--- src/rtl/fan_pwm_regs.svh ---
// Purpose: Register offsets, fields, reset values and timing figures of the fan block.
// Assumes: Included by bare name from design files.
// Notes: Definitions only.
`ifndef FAN_PWM_REGS_SVH
`define FAN_PWM_REGS_SVH
`define ADDR_OUT_CFG 8'h4a
`define ADDR_SPIN_CFG 8'h4b
`define ADDR_DUTY 8'h4c
`define ADDR_FREQ 8'h4d
`define ADDR_LUT_HI 4'h5
`define RST_OUT_CFG 8'h20
`define RST_SPIN_CFG 8'h3f
`define RST_DUTY 6'h00
`define RST_FREQ 5'h17
`define RST_LUT_TEMP 7'h7f
`define RST_LUT_PWM 6'h3f
`define OC_MANUAL 5
`define OC_POL 4
`define OC_CLKSEL 3
`define OC_RSVD 2
`define SC_FAST 5
`define CLK_HZ 10000000
`define PWMCLK_FAST_HZ 360000
`define PWMCLK_SLOW_HZ 1400
`define SPIN_BASE_MS 50
`define LUT_ENTRIES 8
`endif

--- src/rtl/fan_pwm_pkg.sv ---
// Purpose: Shared types of the fan block.
// Assumes: Nothing beyond the register header.
// Notes: Types only.
package fan_pwm_pkg;
   typedef enum logic [0:0] {st_idle, st_spin} spin_state_t;
   typedef logic [7:0] reg_byte_t;
endpackage

--- src/rtl/tick_divider.sv ---
// Purpose: Divide the core clock into a one-cycle tick.
// Assumes: DIV of at least one.
// Notes: Used once per selectable PWM master clock.
`timescale 1ns/1ps
module tick_divider #(
   parameter int unsigned DIV = 28
) (
   // Clock and reset.
   input wire logic core_clk,
   input wire logic rst,
   // Tick out.
   output logic tick
);
   logic [15:0] cnt;

   // Count up and pulse tick at wrap.
   always_ff @(posedge core_clk) begin
      if (rst) begin
         cnt <= 16'h0000;
         tick <= 1'b0;
      end else if (cnt == 16'(DIV - 1)) begin
         cnt <= 16'h0000;
         tick <= 1'b1;
      end else begin
         cnt <= cnt + 16'h0001;
         tick <= 1'b0;
      end
   end
endmodule

--- src/rtl/fan_pwm_config_spinup.sv ---
// Purpose: Fan PWM configuration, duty selection, spin-up boost and open-drain drive.
// Assumes: Register port and inputs synchronous to core_clk at 10 MHz.
// Notes: Reads return data one cycle after the read strobe.
// How it works
// - Bits 7:6 of both configuration registers always read zero.
// - Manual bit clear: duty comes from temperature table; duty and table read-only.
// - Manual bit set: writing the duty register sets the output duty directly.
// - Table writes are accepted only while the manual bit is set.
// - Polarity 0: pull low for off, release for on; polarity 1 inverts.
// - Clock select picks 360 kHz master clock at 0, 1.4 kHz at 1.
// - Two-bit tach method field selects one of four measurement methods.
// - With 360 kHz clock the tach method in effect is always 00.
// - Fast bit clear: spin-up uses programmed boost duty and duration.
// - Fast bit set: full duty until duration ends or tach reaches target.
// - Fast spin-up ignores boost duty field and drives full on.
// - Duration code 000 skips spin-up whatever the fast bit holds.
// - Boost duty 00 skips spin-up unless fast spin-up is enabled.
// - Boost duty 01 is 50%, 10 about 75%, 11 is 100%; reset 11.
// - Duration codes 001 to 111 give 0.05 s doubling to 3.2 s.
// - Duty register reads zero while spin-up runs.
// - Table mode outputs the duty of the highest-numbered entry whose threshold is exceeded.
`timescale 1ns/1ps
`include "fan_pwm_regs.svh"
module fan_pwm_config_spinup
   import fan_pwm_pkg::*;
#(
   parameter int unsigned SLOW_DIV = (`CLK_HZ + `PWMCLK_SLOW_HZ - 1) / `PWMCLK_SLOW_HZ,
   parameter int unsigned SPIN_BASE_CYC = `SPIN_BASE_MS * (`CLK_HZ / 1000)
) (
   // Clock and reset.
   input wire logic core_clk,
   input wire logic rst,
   // Register port.
   input wire logic [7:0] reg_addr,
   input wire logic reg_wr,
   input wire logic [7:0] reg_wdata,
   input wire logic reg_rd,
   output logic [7:0] reg_rdata,
   // Sensing.
   input wire logic [6:0] remote_temp,
   input wire logic tach_at_target,
   // Open-drain fan pin.
   input wire logic fan_pwm_i,
   output logic fan_pwm_o,
   output logic fan_pwm_oe,
   // Status.
   output logic [1:0] tach_method,
   output logic spinning
);
   localparam int unsigned FAST_DIV = (`CLK_HZ + `PWMCLK_FAST_HZ - 1) / `PWMCLK_FAST_HZ;

   reg_byte_t out_cfg;
   reg_byte_t spin_cfg;
   logic [5:0] duty_val;
   logic [4:0] freq_n;
   logic [6:0] lut_temp [`LUT_ENTRIES];
   logic [5:0] lut_pwm [`LUT_ENTRIES];
   logic [5:0] lut_duty;
   logic [5:0] cmd_duty;
   logic cmd_was_zero;
   spin_state_t state;
   logic [31:0] spin_cnt;
   logic [31:0] spin_len;
   logic skip_spin;
   logic start_spin;
   logic tick_fast;
   logic tick_slow;
   logic pwm_tick;
   logic [6:0] period;
   logic [6:0] pwm_cnt;
   logic [8:0] boost_ticks;
   logic [6:0] duty_ticks;
   logic pwm_on;
   logic manual;
   logic is_lut;
   logic [2:0] lut_idx;
   logic pin_seen;

   assign manual = out_cfg[`OC_MANUAL];
   assign is_lut = (reg_addr[7:4] == `ADDR_LUT_HI);
   assign lut_idx = reg_addr[3:1];

   // Master PWM clock sources.
   tick_divider #(.DIV(FAST_DIV)) u_fast (
      .core_clk(core_clk),
      .rst(rst),
      .tick(tick_fast)
   );
   tick_divider #(.DIV(SLOW_DIV)) u_slow (
      .core_clk(core_clk),
      .rst(rst),
      .tick(tick_slow)
   );

   assign pwm_tick = out_cfg[`OC_CLKSEL] ? tick_slow : tick_fast;

   // Configuration registers; upper bits never stored.
   always_ff @(posedge core_clk) begin
      if (rst) begin
         out_cfg <= `RST_OUT_CFG;
         spin_cfg <= `RST_SPIN_CFG;
         freq_n <= `RST_FREQ;
      end else if (reg_wr) begin
         if (reg_addr == `ADDR_OUT_CFG) begin
            out_cfg <= {2'b00, reg_wdata[5:0]};
         end
         if (reg_addr == `ADDR_SPIN_CFG) begin
            spin_cfg <= {2'b00, reg_wdata[5:0]};
         end
         if (reg_addr == `ADDR_FREQ) begin
            freq_n <= reg_wdata[4:0];
         end
      end
   end

   // Lookup table storage, writable only in manual mode.
   always_ff @(posedge core_clk) begin
      if (rst) begin
         for (int i = 0; i < `LUT_ENTRIES; i++) begin
            lut_temp[i] <= `RST_LUT_TEMP;
            lut_pwm[i] <= `RST_LUT_PWM;
         end
      end else if (reg_wr && manual && is_lut) begin
         if (reg_addr[0]) begin
            lut_pwm[lut_idx] <= reg_wdata[5:0];
         end else begin
            lut_temp[lut_idx] <= reg_wdata[6:0];
         end
      end
   end

   always_comb begin
      lut_duty = 6'h00;
      for (int i = 0; i < `LUT_ENTRIES; i++) begin
         if (remote_temp > lut_temp[i]) begin
            lut_duty = lut_pwm[i];
         end
      end
   end

   // Duty value register: written by host in manual mode, else tracks the table.
   always_ff @(posedge core_clk) begin
      if (rst) begin
         duty_val <= `RST_DUTY;
      end else if (!manual) begin
         duty_val <= lut_duty;
      end else if (reg_wr && reg_addr == `ADDR_DUTY) begin
         duty_val <= reg_wdata[5:0];
      end
   end

   assign cmd_duty = duty_val;

   assign skip_spin = (spin_cfg[2:0] == 3'b000) ||
                      (spin_cfg[4:3] == 2'b00 && !spin_cfg[`SC_FAST]);
   assign start_spin = cmd_was_zero && (cmd_duty != 6'h00) && !skip_spin;
   assign spin_len = 32'(SPIN_BASE_CYC) << (spin_cfg[2:0] - 3'd1);

   // Remember whether the commanded duty was zero.
   always_ff @(posedge core_clk) begin
      if (rst) begin
         cmd_was_zero <= 1'b1;
      end else begin
         cmd_was_zero <= (cmd_duty == 6'h00);
      end
   end

   // Spin-up sequencer; the spinning output is a flop kept in step with the state.
   always_ff @(posedge core_clk) begin
      if (rst) begin
         state <= st_idle;
         spinning <= 1'b0;
         spin_cnt <= 32'h0000_0000;
      end else begin
         case (state)
            st_idle: begin
               spin_cnt <= 32'h0000_0000;
               if (start_spin) begin
                  state <= st_spin;
                  spinning <= 1'b1;
               end
            end
            st_spin: begin
               spin_cnt <= spin_cnt + 32'h0000_0001;
               if (cmd_duty == 6'h00) begin
                  state <= st_idle;
                  spinning <= 1'b0;
               end else if (spin_cnt >= spin_len - 32'h0000_0001) begin
                  state <= st_idle;
                  spinning <= 1'b0;
               end else if (spin_cfg[`SC_FAST] && tach_at_target) begin
                  state <= st_idle;
                  spinning <= 1'b0;
               end
            end
            default: begin
               state <= st_idle;
               spinning <= 1'b0;
            end
         endcase
      end
   end

   // PWM period is 2n master ticks, n of zero treated as one.
   assign period = (freq_n == 5'h00) ? 7'h02 : {1'b0, freq_n, 1'b0};

   always_comb begin
      boost_ticks = {2'b00, period};
      if (!spin_cfg[`SC_FAST]) begin
         case (spin_cfg[4:3])
            2'b01: boost_ticks = {3'b000, period[6:1]};
            2'b10: boost_ticks = 9'((9'(period) * 9'h003 + 9'h003) >> 2);
            default: boost_ticks = {2'b00, period};
         endcase
      end
   end

   assign duty_ticks = spinning ? boost_ticks[6:0] : {1'b0, cmd_duty};

   // Master tick counter across one PWM period.
   always_ff @(posedge core_clk) begin
      if (rst) begin
         pwm_cnt <= 7'h00;
      end else if (pwm_tick) begin
         if (pwm_cnt >= period - 7'h01) begin
            pwm_cnt <= 7'h00;
         end else begin
            pwm_cnt <= pwm_cnt + 7'h01;
         end
      end
   end

   assign pwm_on = (pwm_cnt < duty_ticks);

   always_ff @(posedge core_clk) begin
      if (rst) begin
         fan_pwm_oe <= 1'b1;
         fan_pwm_o <= 1'b0;
      end else begin
         fan_pwm_oe <= out_cfg[`OC_POL] ? pwm_on : !pwm_on;
         fan_pwm_o <= 1'b0;
      end
   end

   always_ff @(posedge core_clk) begin
      if (rst) begin
         tach_method <= 2'b00;
      end else begin
         tach_method <= out_cfg[`OC_CLKSEL] ? out_cfg[1:0] : 2'b00;
      end
   end

   // Keep a registered copy of the pin level; no register read returns it.
   always_ff @(posedge core_clk) begin
      if (rst) begin
         pin_seen <= 1'b0;
      end else begin
         pin_seen <= fan_pwm_i;
      end
   end

   // Read data, one cycle after the strobe; unmapped reads return zero.
   always_ff @(posedge core_clk) begin
      if (rst) begin
         reg_rdata <= 8'h00;
      end else if (reg_rd) begin
         if (reg_addr == `ADDR_OUT_CFG) begin
            reg_rdata <= out_cfg;
         end else if (reg_addr == `ADDR_SPIN_CFG) begin
            reg_rdata <= spin_cfg;
         end else if (reg_addr == `ADDR_DUTY) begin
            reg_rdata <= spinning ? 8'h00 : {2'b00, duty_val};
         end else if (reg_addr == `ADDR_FREQ) begin
            reg_rdata <= {3'b000, freq_n};
         end else if (is_lut) begin
            reg_rdata <= reg_addr[0] ? {2'b00, lut_pwm[lut_idx]} : {1'b0, lut_temp[lut_idx]};
         end else begin
            reg_rdata <= 8'h00;
         end
      end
   end
endmodule

--- config.mk ---
export PLATFORM = sky130hd
export DESIGN_NAME = fan_pwm_config_spinup
export DESIGN_NICKNAME = d
export VERILOG_FILES = /design/src/rtl/fan_pwm_pkg.sv /design/src/rtl/tick_divider.sv /design/src/rtl/fan_pwm_config_spinup.sv
export VERILOG_INCLUDE_DIRS = /design/src /design/src/rtl
export SDC_FILE = /design/constraint.sdc
export NUM_CORES = 1
export LEC_CHECK = 0
export BUFFER_PORTS_ARGS = -buffer_cell sky130_fd_sc_hd__buf_4
export CAP_MARGIN = 5
export CORE_MARGIN = 2
export CORE_UTILIZATION = 63
export DETAILED_ROUTE_END_ITERATION = 6
export GPL_ROUTABILITY_DRIVEN = 1
export PLACE_DENSITY = 0.92
export SYNTH_ARGS = -nofsm -noshare
export SYNTH_HDL_FRONTEND = slang
export SYNTH_SLANG_ARGS = --single-unit
export TNS_END_PERCENT = 50
--- constraint.sdc ---
create_clock -name core_clk -period 3.9 [get_ports core_clk]
set_clock_uncertainty 0.05 [all_clocks]
set_input_delay 0.39 -clock core_clk [delete_from_list [all_inputs] [get_ports core_clk]]
set_output_delay 0.39 -clock core_clk [all_outputs]
set_load 0.005 [all_outputs]
# Word-level counts from Yosys, hierarchy flattened
# Memory sizes are Yosys's and may differ from the RTL's.
# Cells that the tools add are included.
# Widths: inputs -> output; s select.
[classes]
add_sub_neg = 8
n_mul = 1
div = 0
magnitude_cmp = 11
n_eq_ne = 12
n_shift = 1
n_mux = 53
bitwise = 2
reduce_logical = 25
[op_table]
columns = ["cell", "n"]
rows = [
  ["$mux 6", 13],
  ["$mux 7", 10],
  ["$pmux 32 s2", 1],
  ["$gt 7x7->1", 8],
  ["$add 16x1->16 const B", 2],
  ["$add 32x1->32 const B", 1],
  ["$eq 8x7->1 const B", 4],
  ["$ge 32x32->1", 1],
  ["$shl 19x3->32 const A", 1],
  ["$sub 32x1->32 const B", 1],
  ["$mux 1", 24],
  ["$eq 16x13->1 const B", 1],
  ["$eq 16x5->1 const B", 1],
  ["$pmux 7 s2", 1],
  ["$add 8x2->9 const B", 1],
  ["$mul 6x2->8 const B", 1],
  ["$reduce_and 2->1", 4],
  ["$add 7x1->7 const B", 1],
  ["$ge 7x7->1", 1],
  ["$logic_and 1x1->1", 7],
  ["$lt 7x7->1", 1],
  ["$reduce_or 7->1", 1],
  ["$sub 6x1->7 const B", 1],
  ["$logic_not 6->1", 1],
  ["18 further kinds", 25],
]
[totals]
reg_bits = 110
latchBits = 0
mem_bits_rw = 104
romBits = 0
inputBits = 29
out_inout_bits = 13
word_cells = 131
mem_count = 2
[memory_table]
columns = ["memory", "words", "word_bits", "rd", "rd_ports_with_merged_regs", "write_ports", "line", "source"]
rows = [
  ["lut_temp", 8, 7, 9, 0, 8, "fan_pwm_config_spinup.sv:56", "logic [6:0] lut_temp [`LUT_ENTRIES];"],
  ["lut_pwm", 8, 6, 9, 0, 8, "fan_pwm_config_spinup.sv:57", "logic [5:0] lut_pwm [`LUT_ENTRIES];"],
]

# Logic depth before layout (Yosys ltp)
# An unclocked memory read counts as a cell.
[depth]
word_depth = 11
depth_mapped = 18
mapped_depth_nobuf = 18

# By module
# A second synthesis with hierarchy kept.
[unflattened]
hier_cells = 1413
hier_area_um2 = 13452.9
[by_module_without_submodules]
columns = ["module", "n_inst", "cells_per_inst", "area_per_inst_um2", "seq_area_each_um2"]
rows = [
  ["fan_pwm_config_spinup", 1, 1244, 11903.9, 4624.4],
  ["tick_divider at u_fast", 1, 84, 774.5, 340.3],
  ["tick_divider at u_slow", 1, 85, 774.5, 340.3],
]

# Worst setup path before layout
# Ideal clock, no wire load.
[synth_path]
kind = "register -> register"
from = "register freq_n[4]"
to = "register fan_pwm_oe"
setup_time_ps = 122
arrival_time_ps = 3388
required_time_ps = 3728
setup_slack_ps = 340
stages_incl_launch_ff = 18
path_buffers = 0
period_less_slack_ps = 3560
path_cell_list = "dfxtp_1 o41ai_2 ha_1 inv_1 fa_1 inv_1 a21o_1 a21oi_1 xnor2_1 a221oi_1 a21oi_1 a21oi_1 ha_1 or4_1 a21oi_1 and2_1 mux2i_1 o311a_1"
[synth_via]
elab_chain_len = 10
[synth_lines]
columns = ["item", "line", "source"]
rows = [
  ["start: declaration", "fan_pwm_config_spinup.sv:55", "logic [4:0] freq_n;"],
  ["start signal: assignment", "fan_pwm_config_spinup.sv:102", "freq_n <= `RST_FREQ;"],
  ["start signal: assignment", "fan_pwm_config_spinup.sv:111", "freq_n <= reg_wdata[4:0];"],
  ["$logic_not 5->1", "fan_pwm_config_spinup.sv:205", "assign period = (freq_n == 5'h00) ? 7'h02 : {1'b0, freq_n, 1'b0};"],
  ["$mux 6 *", "fan_pwm_config_spinup.sv:205", ""],
  ["$mul 6x2->8", "fan_pwm_config_spinup.sv:212", "2'b10: boost_ticks = 9'((9'(period) * 9'h003 + 9'h003) >> 2);"],
  ["$add 8x2->9", "fan_pwm_config_spinup.sv:212", ""],
  ["$pmux 7 s2", "fan_pwm_config_spinup.sv:210", "case (spin_cfg[4:3])"],
  ["$mux 7 *", "fan_pwm_config_spinup.sv:209", "if (!spin_cfg[`SC_FAST]) begin"],
  ["$mux 7 *", "fan_pwm_config_spinup.sv:218", "assign duty_ticks = spinning ? boost_ticks[6:0] : {1'b0, cmd_duty};"],
  ["$lt 7x7->1 *", "fan_pwm_config_spinup.sv:233", "assign pwm_on = (pwm_cnt < duty_ticks);"],
  ["$logic_not 1->1", "fan_pwm_config_spinup.sv:240", "fan_pwm_oe <= out_cfg[`OC_POL] ? pwm_on : !pwm_on;"],
  ["$mux 1 *", "fan_pwm_config_spinup.sv:240", ""],
  ["end signal: assignment", "fan_pwm_config_spinup.sv:240", ""],
  ["end: declaration", "fan_pwm_config_spinup.sv:45", "output logic fan_pwm_oe,"],
]
# Every way passes the cells marked *; elsewhere a longest branch is shown, timed or not.
# A chain may end at the register's enable or synchronous reset.

# Worst setup path after layout
[layout_path]
from = "register freq_n[3]"
to = "register fan_pwm_oe"
# Same word-level chain as after synthesis.

==> metrics.yaml <==
critical_path:
  crit_fanout: 5
  crit_chain: "o41ai_4 > ha_2 > inv_1 > fa_1 > inv_1 > a21o_1 > a21oi_1 > xnor2_1 > a221oi_1 > a21oi_1 > a21oi_1 > ha_2 > or4_1 > a21oi_2 > and2_1 > mux2i_1 > o311a_1"
  critPathArrivalTime_ns: 4.08
  crit_slowest_cell: "or4_1"
  critPathLaunchType: "flip-flop"
  end_kind: "flip-flop"
  critPathKind: "flip-flop to flip-flop"
  slowest_delay_ns: 0.52
  worst-endpoint-required_ns: 4.24
  reg2reg_depth: 17
  path_common_cell: "a21oi_1"
pwr:
  power_frac_comb: 0.063
  powerDensity_nw_per_um2: 341
  finalPower_uw: 4960
  ir_drop_uv: 350
  clockPowerShare: 0.461
  p_sw_frac: 0.227
  internal_power_uw: 3840
  p_leak_uw: 0.00566
  switchingPower_uw: 1120
  seqPwrFrac: 0.475
global_routing:
  grt_pass1_wl_mm: 54.6
  grt_max_degree: 61
  grt-ovfl-total: 0
  track_usage: 0.309
  antenna_found_initial: 0
  grt_pass1_vias: 10700
synthesis:
  synth-main-ff-cell: "dfxtp_1"
  synth_area_um2: 13300
  ys_async_sr_fraction: 0
  synth_edf_count: 104
  yosys-top-cells-area: "edfxtp_1, dfxtp_1, ha_1"
  ys_types: 83
  synth-seq-area-share: 0.399
  synth_cells: 1396
  yosysMostFrequentCell: "nor2_1"
  ys_warn_count: 0
  avgSynthCellArea_um2: 9.53
  ys_seq_elements: 213
  synth_top_area_frac: 0.235
  yosys.area.top_type: "edfxtp_1"
  netlist_top_cells_count: "nor2_1, ha_1, dfxtp_1"
clock_network:
  h-tree-depth: 1
  numCtsBuffers: 23
  cts.sinks: 213
  clock_latency_ns: 0.54
  tritoncts: "built"
  clockRootBuffer: "clkbuf_16"
  path_clk_slew_ns: 0.06
  clk_path_buf_depth: 3
detailed_routing:
  final_antenna_net_count: 0
  dr.pass1.iters: 7
  wirelength_mm: 34.5
  drt_first_iter_violations: 1308
  wl_per_cell_um: 20.4
  vias_per_cell: 6.49
  dr_total_vias: 11000
  drc_errors: 0
floorplanning:
  die_y_um: 149
  coreArea_um2: 20900
  die_area_um2: 22300
  rows: 53
  dieWidth_um: 149
  start_util: 0.637
  ios: 42
layout:
  drive_gt1_frac: 0.134
  syn_to_final_growth_pct: 9.47
  final_cell_area_um2: 14600
  fill_cells: 1496
  nNetsFinal: 1553
  diodes: 0
sta:
  setup_tns_ns: 0
  maxSlewViolCount: 0
  holdWs_ns: 0.159
  fmax_mhz: 268
  setup_violations: 0
  maxSlewHeadroom: 0.245
  fin_crit_sh: 0.957
  hold_viol: 0
  tightest_slew_ns: 1.13
  min_period_ns: 3.73
place:
  io_buffers: 37
  hpwl_mm: 23.4
  place_area_um2: 13700
  gp_congestion: 0.926
min_path:
  worstHoldPathType: "input pin to flip-flop"
  min_path_cells: 2
outcome:
  status: "finished clean"
job:
  maxCapViolations: 0
-- sequential cells by signal, indices dropped and copies added, names as in the netlist --
register,count
freq_n,5
tach_method,2
spinning,1
pwm_cnt,7
u_fast.tick,1
fan_pwm_oe,1
u_slow.cnt,16
cmd_was_zero,1
out_cfg,6
u_fast.cnt,16
spin_cnt,32
spin_cfg,6
reg_rdata,7
lut_temp,56
state,1
u_slow.tick,1
lut_pwm,48
cmd_duty,6
-- power by group through the flow --
stage          Clock, µW  Combinational [µW]  Sequential, µW
6_report            2290                 315            2360
5_1_grt             2390                 333            2360
4_1_cts             2310                 302            2360
3_5_place_dp           0                 299            2410
3_3_place_gp           0                 286            2410
2_1_floorplan          0                 193            2400
-- placed cells by master (no fill, tap or decap), types with 6 or more instances in the layout --
| cell type | instances |
|---|---|
| xor2_1 | 45 |
| a2111oi_0 | 8 |
| mux2i_1 | 22 |
| a22o_1 | 6 |
| xnor2_1 | 22 |
| or3_1 | 61 |
| nor2_1 | 128 |
| a2bb2oi_1 | 7 |
| a221oi_1 | 12 |
| ha_1 | 115 |
| nor2b_1 | 17 |
| mux4_2 | 10 |
| inv_1 | 89 |
| a211oi_1 | 14 |
| o22ai_1 | 16 |
| or2_2 | 47 |
| mux2_2 | 15 |
| buf_4 | 56 |
| nand3_1 | 57 |
| a22oi_1 | 8 |
| and2_1 | 7 |
| nor3_1 | 10 |
| o21ai_0 | 44 |
| and3_1 | 17 |
| o21bai_1 | 11 |
| nand2_1 | 78 |
| nor4_1 | 6 |
| dfxtp_1 | 109 |
| a311oi_1 | 10 |
| a21oi_1 | 65 |
| nand2b_1 | 37 |
| a211o_1 | 11 |
| nand4_1 | 20 |
| a21o_1 | 9 |
| o221ai_1 | 11 |
| clkbuf_16 | 23 |
| nand3b_1 | 7 |
| edfxtp_1 | 104 |
-- area by class of cell --
class / instances / area, µm² / area share
Sequential cell: 213 / 5310 / 0.364
Inverter: 90 / 338 / 0.0232
Multi-Input combinational cell: 1022 / 7360 / 0.506
Clock inverter: 11 / 168 / 0.0115
Tap cell: 275 / 344 / 0.0236
Timing Repair Buffer: 56 / 420 / 0.0289
Clock buffer: 29 / 618 / 0.0425
-- worst paths after layout --
path | start | end | slack [ns]
max | freq_n[3]$_SDFFE_PP0P_ | fan_pwm_oe$_SDFF_PP1_ | 0.17
min | reg_rd | reg_rdata[4]$_SDFFE_PP0P_ | 0.16
max reg2reg | freq_n[3]$_SDFFE_PP0P_ | fan_pwm_oe$_SDFF_PP1_ | 0.17
min reg2reg | u_fast.cnt[0]$_SDFF_PP0_ | u_fast.cnt[0]$_SDFF_PP0_ | 0.40
-- critical path: cells and delay by family, from the launching register on --
| family | cells | cell delay (ns) |
|---|---|---|
| AO/OA/AOI/OAI | 8 | 1.28 |
| adder cells (fa/ha/maj) | 3 | 0.94 |
| AND/OR/NAND/NOR | 2 | 0.65 |
| flip-flops | 1 | 0.34 |
| XOR/XNOR | 1 | 0.14 |
| buffers and inverters | 2 | 0.13 |
| multiplexers | 1 | 0.06 |
-- kinds of logic after synthesis --
family	synth area share
AO/OA/AOI/OAI	0.137
XOR/XNOR	0.0441
adder cells (fa/ha/maj)	0.112
buffers and inverters	0.0500
flip-flops	0.399
multiplexers	0.0462
other	0.000282
AND/OR/NAND/NOR	0.212
-- per-stage QoR --
stage | worst slack, ns | util | std cells
floorplan | 0.340 | - | 1397
global placement | 0.232 | 0.657 | 1653
detailed placement | 0.118 | 0.657 | 1653
CTS | 0.0544 | 0.694 | 1693
global route | -0.0592 | 0.697 | 1696
finish | 0.170 | 0.697 | 1696
-- metal layers --
metal / global-route usage / vias up / routed length [µm]
met2: 0.519 / 688 / 16200
li1: - / 5075 / -
met1: 0.391 / 5082 / 12900
met4: 0.134 / 0 / 1830
met5: 0 / - / 0
met3: 0.0593 / 168 / 3620
-- timing repair --
| item | in CTS | in global routing |
|---|---|---|
| buffers inserted | 0 | 3 |
| resized for setup | 0 | 6 |
| setup endpoints to repair | 0 | 1 |
| hold endpoints to repair | 0 | 0 |
| hold buffers | 0 | 0 |
(Power assumes the default switching activity.)
